$ cat src/sleep_ctrl_pkg.sv
package sleep_ctrl_pkg;
    localparam logic [7:0] OSC_CTRL_ADDR = 8'h1C;
    localparam logic [7:0] OUT_CTRL_ADDR = 8'h30;
    localparam logic [7:0] SLEEP_CTRL_ADDR = 8'h17;
    localparam logic [7:0] PSW_CTRL_ADDR = 8'h18;
    localparam int OSC_BUS_PINS_SLEEP_OFF_BIT = 2;
    localparam int OUT_CLKINT_SLEEP_KEEP_BIT = 0;
    localparam int OUT_RST_SLEEP_KEEP_BIT = 3;
    localparam int OUT_WAKE_INPUT_SLEEP_DISABLE_BIT = 5;
    localparam int SLP_REQ_BIT = 7;
    localparam int SLP_RST_BIT = 6;
    localparam int SLP_FLAG_BIT = 5;
    localparam int SLP_WAIT_LSB = 0;
    localparam int PSW_STATIC_BIT = 0;
    localparam int PSW_LOCK_BIT = 1;
    localparam int PSW_SEL_LSB = 2;
    localparam int PSW_RESET_POLARITY_BIT = 5;
    localparam logic [7:0] OSC_CTRL_RESET = 8'h00;
    localparam logic [7:0] OUT_CTRL_RESET = 8'h10;
    localparam logic [2:0] PSW_SEL_SLEEP = 3'h6;
    localparam logic [2:0] PSW_SEL_STATIC = 3'h7;
    localparam int CLK_HZ = 50_000_000;
    localparam int WAIT_PERIOD_MS = 8;
    localparam int WAIT_PERIOD_CYCLES = CLK_HZ / 1000 * WAIT_PERIOD_MS;

    typedef enum {ST_RUN, ST_WAIT, ST_SLEEP} sleep_state_t;

    typedef struct packed {
        logic alarmIrqEn;
        logic countdownIrqEn;
        logic countdownRun;
        logic extIrqEn;
        logic [4:0] watchdogPeriod;
        logic watchdogResetSteer;
    } wake_cfg_t;

    typedef struct packed {
        logic powerSwitchPin;
        logic resetOut;
        logic busPinsOff;
        logic clkintOff;
        logic wakeInputOff;
    } sleep_pins_t;
endpackage

$ cat src/period_timer.sv
`timescale 1ns/1ps
module period_timer #(
    parameter int PERIOD_CYCLES = 400000
) (
    input wire logic clk,
    input wire logic rst,
    input wire logic start,
    input wire logic [2:0] periods,
    output logic expired
);
    localparam int CW = $clog2(PERIOD_CYCLES + 1);
    localparam logic [CW-1:0] TOP = CW'(PERIOD_CYCLES - 1);
    logic [CW-1:0] tick_q;
    logic [3:0] left_q;
    logic running_q;
    wire tickEnd = (tick_q == TOP);

    always_ff @(posedge clk) begin
        if (rst || start) begin
            tick_q <= '0;
            left_q <= {1'b0, periods};
            running_q <= start;
        end else if (running_q) begin
            tick_q <= tickEnd ? '0 : tick_q + 1'b1;
            if (tickEnd) begin
                left_q <= left_q - 1'b1;
                if (left_q == 4'h1) begin
                    running_q <= 1'b0;
                end
            end
        end
    end
    // pulse as the last period ends
    assign expired = running_q && tickEnd && (left_q == 4'h1);
endmodule // period_timer

$ cat src/sleep_power_control_fsm.sv
`timescale 1ns/1ps
// What this block does
// - nonzero wait count stays that many periods
// - sleep flag sets on entry, software clears
// - sleep drives switch at select six, reset if both bits
// - request refused unless clock runs and armed
// - alarm, running countdown or external enables arm wake
// - watchdog interrupt mode also arms wake
// - request refused while interrupt pending
// - select seven drives pin from static bit
// - static bit set only when unlocked
// - bus pins disabled in sleep when set
// - combined interrupt is the wake condition
// - countdown expiry flag set at zero
// - interrupt in wait or sleep returns run
// - select six drives pin from sleep state
// - wait ends on timeout, enters sleep
module sleep_power_control_fsm
    import sleep_ctrl_pkg::*;
#(
    parameter int PERIOD_CYCLES = WAIT_PERIOD_CYCLES
) (
    input wire logic clk,
    input wire logic rst,
    input wire logic wrEn,
    input wire logic [7:0] wrAddr,
    input wire logic [7:0] wrData,
    input wire logic [7:0] rdAddr,
    output logic [7:0] rdData,
    input wire wake_cfg_t wakeCfg,
    input wire logic clockStop,
    input wire logic irqPending,
    input wire logic countdownZero,
    output logic countdownExpiredFlag,
    output sleep_pins_t pins
);
    sleep_state_t state_q, state_d;
    logic [7:0] oscCtrl_q, outCtrl_q;
    logic sleepRequest_q, sleepDrivesReset_q, sleepFlag_q;
    logic [2:0] sleepWait_q;
    logic pswStatic_q, switchLock_q, resetPolarity_q;
    logic [2:0] pswSelect_q;
    logic tfFlag_q;
    logic timerExpired;
    logic rstAsserted;

    wire wrSleep = wrEn && (wrAddr == SLEEP_CTRL_ADDR);
    wire wrPsw = wrEn && (wrAddr == PSW_CTRL_ADDR);
    wire wrOsc = wrEn && (wrAddr == OSC_CTRL_ADDR);
    wire wrOut = wrEn && (wrAddr == OUT_CTRL_ADDR);

    wire wakeSourceArmed = wakeCfg.alarmIrqEn
        || (wakeCfg.countdownIrqEn && wakeCfg.countdownRun)
        || wakeCfg.extIrqEn
        || ((wakeCfg.watchdogPeriod != 5'h00) && !wakeCfg.watchdogResetSteer);
    // pending interrupt and the combined wake signal are the same source
    wire irqCombined = irqPending;
    wire reqWrite = wrSleep && wrData[SLP_REQ_BIT];
    wire reqAccepted = reqWrite && !clockStop && wakeSourceArmed && !irqCombined;
    wire [2:0] newWait = wrData[SLP_WAIT_LSB +: 3];

    always_comb begin
        state_d = state_q;
        unique case (state_q)
            ST_RUN: begin
                if (reqAccepted) begin
                    state_d = (newWait == 3'h0) ? ST_SLEEP : ST_WAIT;
                end
            end
            ST_WAIT: begin
                if (irqCombined) begin
                    state_d = ST_RUN;
                end else if (timerExpired) begin
                    state_d = ST_SLEEP;
                end
            end
            ST_SLEEP: begin
                if (irqCombined) begin
                    state_d = ST_RUN;
                end
            end
        endcase
    end

    wire enterSleep = (state_d == ST_SLEEP) && (state_q != ST_SLEEP);

    period_timer #(.PERIOD_CYCLES(PERIOD_CYCLES)) waitTimer (
        .clk(clk),
        .rst(rst),
        .start(reqAccepted && (state_q == ST_RUN) && (newWait != 3'h0)),
        .periods(newWait),
        .expired(timerExpired)
    );

    always_ff @(posedge clk) begin
        if (rst) begin
            state_q <= ST_RUN;
        end else begin
            state_q <= state_d;
        end
    end

    always_ff @(posedge clk) begin
        if (rst) begin
            sleepRequest_q <= 1'b0;
            sleepDrivesReset_q <= 1'b0;
            sleepWait_q <= 3'h0;
            sleepFlag_q <= 1'b0;
        end else begin
            if (wrSleep) begin
                sleepDrivesReset_q <= wrData[SLP_RST_BIT];
                sleepWait_q <= newWait;
            end
            if (state_d == ST_RUN) begin
                sleepRequest_q <= 1'b0;
            end else if (reqAccepted) begin
                sleepRequest_q <= 1'b1;
            end
            // set wins over a same-cycle clear
            if (enterSleep) begin
                sleepFlag_q <= 1'b1;
            end else if (wrSleep && !wrData[SLP_FLAG_BIT]) begin
                sleepFlag_q <= 1'b0;
            end
        end
    end

    always_ff @(posedge clk) begin
        if (rst) begin
            pswSelect_q <= PSW_SEL_STATIC;
            pswStatic_q <= 1'b0;
            switchLock_q <= 1'b1;
            resetPolarity_q <= 1'b0;
        end else if (wrPsw) begin
            pswSelect_q <= wrData[PSW_SEL_LSB +: 3];
            switchLock_q <= wrData[PSW_LOCK_BIT];
            resetPolarity_q <= wrData[PSW_RESET_POLARITY_BIT];
            // lock is the value before this write
            if (!wrData[PSW_STATIC_BIT] || !switchLock_q) begin
                pswStatic_q <= wrData[PSW_STATIC_BIT];
            end
        end
    end

    always_ff @(posedge clk) begin
        if (rst) begin
            oscCtrl_q <= OSC_CTRL_RESET;
            outCtrl_q <= OUT_CTRL_RESET;
        end else begin
            if (wrOsc) begin
                oscCtrl_q <= wrData;
            end
            if (wrOut) begin
                outCtrl_q <= wrData;
            end
        end
    end

    always_ff @(posedge clk) begin
        if (rst) begin
            tfFlag_q <= 1'b0;
        end else if (countdownZero) begin
            tfFlag_q <= 1'b1;
        end else if (wrSleep && !wrData[SLP_FLAG_BIT]) begin
            tfFlag_q <= tfFlag_q;
        end
    end
    assign countdownExpiredFlag = tfFlag_q;

    wire inSleep = (state_q == ST_SLEEP);
    wire pinSel = (pswSelect_q == PSW_SEL_SLEEP) ? inSleep
        : (pswSelect_q == PSW_SEL_STATIC) ? pswStatic_q
        : 1'b0;
    assign rstAsserted = inSleep && outCtrl_q[OUT_RST_SLEEP_KEEP_BIT] && sleepDrivesReset_q;

    always_ff @(posedge clk) begin
        if (rst) begin
            pins <= '0;
        end else begin
            pins.powerSwitchPin <= pinSel;
            // asserted level follows reset polarity
            pins.resetOut <= rstAsserted ~^ resetPolarity_q;
            pins.busPinsOff <= inSleep && oscCtrl_q[OSC_BUS_PINS_SLEEP_OFF_BIT];
            pins.clkintOff <= inSleep && !outCtrl_q[OUT_CLKINT_SLEEP_KEEP_BIT];
            pins.wakeInputOff <= inSleep && outCtrl_q[OUT_WAKE_INPUT_SLEEP_DISABLE_BIT];
        end
    end

    wire [7:0] sleepRead = {sleepRequest_q, sleepDrivesReset_q, sleepFlag_q, 2'b00, sleepWait_q};
    wire [7:0] pswRead = {2'b00, resetPolarity_q, pswSelect_q, switchLock_q, pswStatic_q};
    assign rdData = (rdAddr == SLEEP_CTRL_ADDR) ? sleepRead
        : (rdAddr == PSW_CTRL_ADDR) ? pswRead
        : (rdAddr == OSC_CTRL_ADDR) ? oscCtrl_q
        : (rdAddr == OUT_CTRL_ADDR) ? outCtrl_q
        : 8'h00;
endmodule // sleep_power_control_fsm

$ cat config.mk
export PLATFORM = sky130hd
export DESIGN_NAME = sleep_power_control_fsm
export DESIGN_NICKNAME = d
export VERILOG_FILES = /design/src/sleep_ctrl_pkg.sv /design/src/period_timer.sv /design/src/sleep_power_control_fsm.sv
export SDC_FILE = /design/constraint.sdc
export NUM_CORES = 1
export LEC_CHECK = 0
export ABC_AREA = 1
export BUFFER_PORTS_ARGS = -buffer_cell sky130_fd_sc_hd__buf_2
export CAP_MARGIN = 40
export CORE_MARGIN = 2
export CORE_UTILIZATION = 57
export CTS_CLUSTER_DIAMETER = 30
export DETAILED_ROUTE_END_ITERATION = 10
export PLACE_DENSITY = 0.89
export SETUP_SLACK_MARGIN = 0.15
export SLEW_MARGIN = 20
export SYNTH_ARGS = -nofsm -noshare
export SYNTH_HDL_FRONTEND = slang
export SYNTH_SLANG_ARGS = --single-unit
$ cat constraint.sdc
create_clock -name clk -period 2.3 [get_ports clk]
set_clock_uncertainty 0.05 [all_clocks]
set_input_delay 0.46 -clock clk [delete_from_list [all_inputs] [get_ports clk]]
set_output_delay 0.46 -clock clk [all_outputs]
set_load 0.01 [all_outputs]
# ---- After elaboration in Yosys (flattened, before gate mapping)
# Index checks and enable logic that the tools add are counted.
dict set report totals {
  reg_bits 90
  out_inout_bits 14
}
dict set report op_classes {
  add_sub_neg 2
  eq_ne 17
  muxes 22
  bitwise_logic 1
  reduce_logical 46
}
# op n
set ops {}
lappend ops {{32-bit two-way mux} 4}
lappend ops {{32-bit zero test} 3}
lappend ops {{32-bit case mux with 3 select lines} 1}
lappend ops {{32-bit by 3-bit == test with 1-bit output (second input constant)} 2}
lappend ops {{8-bit by 5-bit == test with 1-bit output (second input constant)} 6}
lappend ops {{32-bit by 1-bit == test with 1-bit output (second input constant)} 1}
lappend ops {{32-bit by 2-bit == test with 1-bit output (second input constant)} 1}
lappend ops {{8-bit two-way mux} 4}
lappend ops {{32-bit by 3-bit inequality test with 1-bit output (second input constant)} 1}
lappend ops {{1-bit logical AND} 21}
lappend ops {{19-bit by 1-bit adder with 19-bit output (second input constant)} 1}
lappend ops {{19-bit == test (second input constant)} 1}
lappend ops {{19-bit two-way mux} 1}
lappend ops {{8-bit by 6-bit == test with 1-bit output (second input constant)} 2}
lappend ops {{3-bit two-way mux} 3}
lappend ops {{1-bit two-way mux} 8}
lappend ops {{1-bit zero test} 7}
lappend ops {{3-bit == test (second input constant)} 2}
lappend ops {{2-bit AND reduction} 3}
lappend ops {{2-bit nonzero test} 3}
lappend ops {{1-bit logical OR} 5}
lappend ops {{5-bit nonzero test} 1}
lappend ops {{4-bit by 1-bit == test with 1-bit output (second input constant)} 1}
lappend ops {{4-bit by 1-bit subtractor with 4-bit output (second input constant)} 1}
lappend ops {{5 further kinds} 5}

# ---- Longest topological paths before layout
# Gate-level depths: netlist of run 1.
dict set report logic_depth {
  word_depth 11
  mapped_depth 13
  mapped_depth_nobuf 13
}

# ---- Cells and area by module
# A second synthesis of run 1 with hierarchy kept.
dict set report hier_totals {
  cells_unflattened 580
  area_unflattened_um2 4209.0
}
# mod n_inst cells_each area_each_um2
set modules_own_cells {}
lappend modules_own_cells {sleep_power_control_fsm 1 390 2829.0}
lappend modules_own_cells {period_timer 1 190 1380.1}

# ---- Worst setup path before layout of run 1
# No wires, ideal clock.
dict set report synth_path {
  path_kind {input to output}
  from {in rdAddr[7]}
  to {out rdData[0]}
  t_arrival_ps 1363
  required_time_ps 1790
  slack_ps 427
  stages 9
  path_buffers 0
  cell_sequence {nor2_1 -> nand2_1 -> nor3b_1 -> nand3_1 -> inv_1 -> nand2_1 -> o2111ai_1 -> o221ai_1 -> inv_1}
}
dict set report synth_via {
  elab_chain_cells 5
}
# element line
set synth_lines {}
lappend synth_lines {{start, declared} sleep_power_control_fsm.sv:28} ;# input wire logic [7:0] rdAddr,
lappend synth_lines {{8-bit by 6-bit == test with 1-bit output} sleep_power_control_fsm.sv:194} ;# : (rdAddr == OUT_CTRL_ADDR) ? outCtrl_q
lappend synth_lines {{8-bit two-way mux} sleep_power_control_fsm.sv:194}
lappend synth_lines {{8-bit two-way mux} sleep_power_control_fsm.sv:193} ;# : (rdAddr == OSC_CTRL_ADDR) ? oscCtrl_q
lappend synth_lines {{8-bit two-way mux} sleep_power_control_fsm.sv:192} ;# : (rdAddr == PSW_CTRL_ADDR) ? pswRead
lappend synth_lines {{8-bit two-way mux (*)} sleep_power_control_fsm.sv:191} ;# assign rdData = (rdAddr == SLEEP_CTRL_ADDR) ? sleepRead
lappend synth_lines {{end, declared} sleep_power_control_fsm.sv:29} ;# output logic [7:0] rdData,
# Mark *: on every way between the ends. The rest lies on a longest branch, timed or not.

# ---- Worst setup path after layout of run 1
# Same ends and word-level chain as after synthesis.

==> qor.txt, run 1 <==
dominant combinational cell family by area after synthesis - simple AND/OR/NAND/NOR gates
Critical Path Slowest Stage Cell - sky130_fd_sc_hd__nor3b_2
adder-cell share of the synthesized area - 0.922%
run status - complete, no violations
most common library cell in the layout ignoring fill and taps - sky130_fd_sc_hd__nand2_1
synthesized-area fraction occupied by xor and xnor cells - 2.58%
I/O pin count - 54
overflow left after global routing - 0
DRT antenna net count - 0
I/O Buffers - 53
transition at the pin with the smallest max-transition slack - 0.393 ns
Syn Area/Cell - 7.08 sq um
simple-gate area share of the yosys netlist - 33.3%
leakage component of the power - 2.13 nW
Max-cap violations - 0
post-layout minimum cycle time - 2.09 ns
category of the worst setup path launch point - input port
Die H - 88.5 um
Design Power - 2.92 mW
via count of the first global-routing pass - 3605
largest fanout on the critical path - 4
required time at the endpoint of the critical path - 1.79 ns
mux cell area share after synthesis - 0%
total number of vias - 4006
synthesized-area fraction occupied by ao, oa, aoi and oai cells - 11.0%
number of nets in the final layout - 679
Core Box Area - 6870 sq um
fillcell total - 525
Achievable Freq - 478 MHz
clock latency on the worst-skew pair - 0.36 ns
worst hold slack - 0.258 ns
Final Max Slew Viols - 0
Cell Area, Synth - 4070 sq um
hold path start - countdownZero
Critical Path End Type - primary output
clock slew at the register clock pins of the worst setup and hold paths - 0.08 ns
total track usage - 25.4%
Final GP Congestion - 0.888
headroom to the max-slew limit - 73.7%
power per cell area - 612 nW/um^2
arrival time at the worst endpoint - 1.58 ns
final worst-path cycle share - 91.0%
setup repair after global routing missed its margin - true
number of warnings issued by yosys - 0
die span in x - 88.5 um
initial cell density of the core - 59.3%
sequential element share of the synthesized area - 45.0%
CTS Root Cell - sky130_fd_sc_hd__clkbuf_8
H-tree lvl count - 3
most used cells in the layout excluding fill and tap cells - sky130_fd_sc_hd__nand2_1 (129), sky130_fd_sc_hd__nor2_1 (118), sky130_fd_sc_hd__dfxtp_1 (86), sky130_fd_sc_hd__inv_1 (57), sky130_fd_sc_hd__buf_2 (52)
total CTS buffers - 9
wire length reported by the detailed router - 9.65 mm
Total Die Area - 7840 sq um
utilization of the core after routing - 69.4%
largest buffer count on any clock path - 2
Hold Vio Cnt, Final - 0
largest area contributor in the netlist - sky130_fd_sc_hd__dfxtp_1
Largest delay share family, worst path - simple AND/OR/NAND/NOR gates
post-detailed-placement half-perimeter wirelength - 6.98 mm
clock tree sinks - 90
CTS tree - done
launch point of the critical path - rdAddr[7]
area added between synthesis and finish - 17.0%
number of instances in the synthesized netlist - 575
Max rail drop VDD - 0.465 mV
antenna violations before repair - 0
crit path cell chain - buf_2, nor2_4, nand2_2, nor3b_2, nand3_2, inv_2, nand2_2, o2111ai_2, o221ai_1, inv_1, buf_2
pin count of the biggest net entering global routing - 40
detailed-route DRC error count - 0
start-to-end type of the worst setup path - in2out
routed vias/inst - 5.44
critical path's largest stage delay - 0.21 ns
post-synth cell types - 35
cell types occupying the most area after synthesis - sky130_fd_sc_hd__dfxtp_1 (43%), sky130_fd_sc_hd__nand2_1 (12%), sky130_fd_sc_hd__nor2_1 (11%), sky130_fd_sc_hd__inv_1 (5.5%), sky130_fd_sc_hd__o21ai_0 (3.4%)
DRT Pass-1 Iters - 5
share of the synthesized area in the top cell type - 42.8%
Hold/Removal Path Class - in2reg
flip-flop and latch count after synthesis - 90
Worst R2R Start - waitTimer.left_q[1]
diodes inserted - 0
first-pass GRT wire length - 15.6 mm
number of violations reported at the end of detailed-routing iteration 0 - 310
Buffers & Inverters on Critical Path - 4
average wire per standard cell - 13.1 um
Final setup violation count - 0
nets in the synthesized netlist - 618
Setup Total Neg Slack - 0 ns
number of placement rows - 30
fraction of final layout cells with drive strength greater than 1 - 15.8%
-- registers in the layout, summed over array words and instances (netlist names) --
signal and count:
countdownExpiredFlag 1, oscCtrl_q 8, outCtrl_q 8, pins 5, pswSelect_q 3, pswStatic_q 1, resetPolarity_q 1, sleepDrivesReset_q 1
sleepFlag_q 1, sleepRequest_q 1, sleepWait_q 3, state_q 32, switchLock_q 1, waitTimer.left_q 4, waitTimer.running_q 1, waitTimer.tick_q 19
-- metrics by stage --
| stage | area (sq um) | instances | setup WS, ns |
|---|---|---|---|
| floorplan | 4070 | 575 | 0.427 |
| global placement | 4480 | 720 | 0.166 |
| detailed placement | 4480 | 720 | 0.0787 |
| CTS | 4710 | 736 | 0.160 |
| global route | 4760 | 736 | 0.0935 |
| finish | 4760 | 736 | 0.208 |
-- worst paths after layout --
check | end | slack [ns] | cells after the start
max | rdData[0] | 0.21 | 11
min | countdownExpiredFlag | 0.26 | 3
max reg2reg | sleepFlag_q | 0.35 | 10
min reg2reg | state_q[15] | 0.41 | 2
-- Yosys cell counts --
cell type	number
sky130_fd_sc_hd__a21oi_1	24
sky130_fd_sc_hd__edfxtp_1	3
sky130_fd_sc_hd__xor2_1	11
sky130_fd_sc_hd__nor4_2	1
sky130_fd_sc_hd__o21ai_1	1
sky130_fd_sc_hd__o21a_1	1
sky130_fd_sc_hd__nor2_4	1
sky130_fd_sc_hd__clkbuf_1	10
sky130_fd_sc_hd__ha_1	3
sky130_fd_sc_hd__inv_1	60
sky130_fd_sc_hd__nor2b_1	1
sky130_fd_sc_hd__buf_6	1
sky130_fd_sc_hd__o221ai_1	1
sky130_fd_sc_hd__nand3_1	22
sky130_fd_sc_hd__buf_4	1
sky130_fd_sc_hd__or3_1	1
sky130_fd_sc_hd__o211ai_1	7
sky130_fd_sc_hd__nand3_2	2
sky130_fd_sc_hd__nor4_1	3
sky130_fd_sc_hd__dfxtp_1	87
sky130_fd_sc_hd__nand4_1	15
sky130_fd_sc_hd__nor3_1	12
sky130_fd_sc_hd__o32ai_1	1
sky130_fd_sc_hd__nand2_1	131
sky130_fd_sc_hd__buf_2	3
sky130_fd_sc_hd__nand3b_1	2
sky130_fd_sc_hd__and3_1	2
sky130_fd_sc_hd__nor2_1	123
sky130_fd_sc_hd__o2111ai_1	4
sky130_fd_sc_hd__o41ai_1	6
sky130_fd_sc_hd__xnor2_1	1
sky130_fd_sc_hd__nor3b_1	3
sky130_fd_sc_hd__o21ai_0	28
sky130_fd_sc_hd__nor2_2	2
sky130_fd_sc_hd__o41ai_2	1
-- layer usage --
layer  vias up  wire [um]  global-route usage (%)
met5         -          0                       0
met4         0        173                    8.68
met3        20        669                    5.78
met2       164       4710                    42.9
met1      1833       4090                    32.1
li1       1989          -                       -
-- kinds of logic (layout without fill, tap and decap cells) --
logic type | count (synthesis) | count (layout)
DFF | 90 | 90
adders and majority gates | 3 | 3
AOI/OAI and AO/OA | 74 | 74
xor gates and xnor gates | 12 | 12
and+or+nand+nor | 321 | 321
buffers and inverters | 75 | 140
-- where the power goes --
group	switching (mW)	total (mW)	internal (mW)
combinational	0.0834	0.137	0.0537
sequential	0.00460	1.58	1.57
clock	0.536	1.20	0.666
total	0.624	2.92	2.29
-- tightest hold or removal path, cell delays in order --
cell	delay [ns]
sky130_fd_sc_hd__buf_2	0.07
sky130_fd_sc_hd__nor2_1	0.03
sky130_fd_sc_hd__nor2_1	0.07
-- repair_timing --
| action | CTS | global route |
|---|---|---|
| gates resized for setup | 0 | 17 |
| hold buffers | 0 | 0 |
| endpoints found under the hold margin | 0 | 0 |
| setup buffers | 1 | 0 |
| pin swaps | 1 | 4 |
| setup endpoints to repair | 2 | 18 |
-- layout make-up --
type,instances,area (sq um),area share (%)
inverters,60,225,4.73
multi-input cells,410,1980,41.6
well taps,96,120,2.52
clock inverters,4,73.8,1.55
flip-flops and latches,90,1830,38.5
repair buffers,65,378,7.93
clock buffers,11,151,3.18
Power figures use the tool's default switching activity.
==> run 2, diff against run 1 <==
clock period = 2.4 ns   (was 2.3 ns; I/O delays follow)
==> qor.txt, run 2 (synthesis gave the netlist of run 1 again) <==
run status - complete, no violations
antenna violations before repair - 0
largest buffer count on any clock path - 2
die span in x - 88.5 um
largest reg by FF count - state_q
largest fanout on the critical path - 3
total number of vias - 4036
fraction of final layout cells with drive strength greater than 1 - 14.4%
I/O Buffers - 53
largest registers - state_q (32), waitTimer.tick_q (19)
Hold/Removal Path Class - in2reg
required time at the endpoint of the critical path - 1.87 ns
number of nets in the final layout - 682
final worst-path cycle share - 91.8%
post-detailed-placement half-perimeter wirelength - 7.02 mm
Final setup violation count - 0
DRT antenna net count - 0
first-pass GRT wire length - 15.3 mm
DRT Pass-1 Iters - 5
total track usage - 24.9%
clock tree sinks - 90
Setup Total Neg Slack - 0 ns
CTS tree - done
detailed-route DRC error count - 0
number of placement rows - 30
Final Max Slew Viols - 0
H-tree lvl count - 3
number of violations reported at the end of detailed-routing iteration 0 - 273
total CTS buffers - 9
I/O pin count - 54
Achievable Freq - 454 MHz
transition at the pin with the smallest max-transition slack - 0.407 ns
pin count of the biggest net entering global routing - 30
Max-cap violations - 0
area added between synthesis and finish - 15.1%
fillcell total - 571
arrival time at the worst endpoint - 1.67 ns
most used cells in the layout excluding fill and tap cells - sky130_fd_sc_hd__nand2_1 (131), sky130_fd_sc_hd__nor2_1 (122), sky130_fd_sc_hd__dfxtp_1 (87), sky130_fd_sc_hd__inv_1 (58), sky130_fd_sc_hd__buf_2 (53)
power per cell area - 562 nW/um^2
Core Box Area - 6870 sq um
average wire per standard cell - 12.9 um
wire length reported by the detailed router - 9.58 mm
logic depth of the worst register-to-register path - 11
Max rail drop VDD - 0.479 mV
category of the worst setup path launch point - input port
setup repair after global routing missed its margin - true
number of instances on the worst hold path - 3
CTS Root Cell - sky130_fd_sc_hd__clkbuf_8
Total Die Area - 7840 sq um
routed vias/inst - 5.45
utilization of the core after routing - 68.2%
count of placed standard cells in the final layout, fillers left out - 740
leakage component of the power - 2.11 nW
overflow left after global routing - 0
post-layout minimum cycle time - 2.20 ns
Critical Path End Type - primary output
diodes inserted - 0
initial cell density of the core - 59.3%
clock slew at the register clock pins of the worst setup and hold paths - 0.08 ns
cell count after placement - 721
Final GP Congestion - 0.899
Hold Vio Cnt, Final - 0
via count of the first global-routing pass - 3577
number of flip-flops in the largest register - 32
number of hold buffers added after CTS - 0
clock latency on the worst-skew pair - 0.36 ns
start-to-end type of the worst setup path - in2out
Die H - 88.5 um
headroom to the max-slew limit - 72.8%
most common library cell in the layout ignoring fill and taps - sky130_fd_sc_hd__nand2_1
run 2: report_power, final:
group / internal [mW] / switching, mW
Clock: 0.474 / 0.514
Combinational: 0.0513 / 0.0803
Sequential: 1.51 / 0.00467
run 2: worst max-delay path, stage by stage:
cell and delay [ns]:
sky130_fd_sc_hd__buf_2 0.10, sky130_fd_sc_hd__nor2_1 0.09, sky130_fd_sc_hd__nand2_1 0.08, sky130_fd_sc_hd__nor3b_1 0.18, sky130_fd_sc_hd__nand3_1 0.16, sky130_fd_sc_hd__inv_2 0.11
sky130_fd_sc_hd__nand2_1 0.05, sky130_fd_sc_hd__o2111ai_1 0.08, sky130_fd_sc_hd__o221ai_1 0.15, sky130_fd_sc_hd__inv_1 0.07, sky130_fd_sc_hd__buf_2 0.12
run 2: cell type report:
class,instances,area [sq um],share of cell area [%]
Clock buffer,10,128,2.72
Timing Repair Buffer,68,378,8.06
Multi-Input combinational cell,410,1950,41.5
Inverter,60,225,4.81
Sequential cell,90,1830,39.1
Tap cell,96,120,2.56
Clock inverter,6,57.6,1.23
run 2: path summary, 6_finish.rpt:
| check | startpoint | end | slack (ns) |
|---|---|---|---|
| worst max register to register | waitTimer.tick_q[1] | waitTimer.tick_q[12] | 0.37 |
| worst max-delay path | rdAddr[7] | rdData[0] | 0.20 |
| worst min register to register | state_q[11] | state_q[11] | 0.41 |
| worst min-delay path | countdownZero | countdownExpiredFlag | 0.28 |
run 2: timing repair:
item                                   in CTS  in global routing
gates cloned                                0                  0
setup buffers                               1                  2
endpoints found under the hold margin       0                  0
setup endpoints to repair                   1                  8
pin swaps                                   1                  0
resized for setup                           1                  2
run 2: routing by layer:
layer / part of all wire, % / GRT usage, % / up-vias / wire, um
met3: 7.2 / 6.53 / 29 / 685
met1: 43 / 31.5 / 1871 / 4090
met5: 0 / 0 / - / 0
met4: 2.5 / 9.09 / 0 / 243
met2: 48 / 41.2 / 147 / 4560
li1: - / - / 1989 / -
run 2: metrics by stage:
step / hold WS, ns / power, mW / worst slack [ns] / area, sq um
final: 0.280 / 2.63 / 0.197 / 4690
after global routing: 0.274 / 2.72 / 0.114 / 4690
after floorplan: 0.360 / 1.61 / 0.487 / 4070
after detailed placement: 0.398 / 1.68 / 0.0733 / 4480
after global placement: 0.391 / 1.67 / 0.184 / 4480
after CTS: 0.276 / 2.64 / 0.179 / 4670
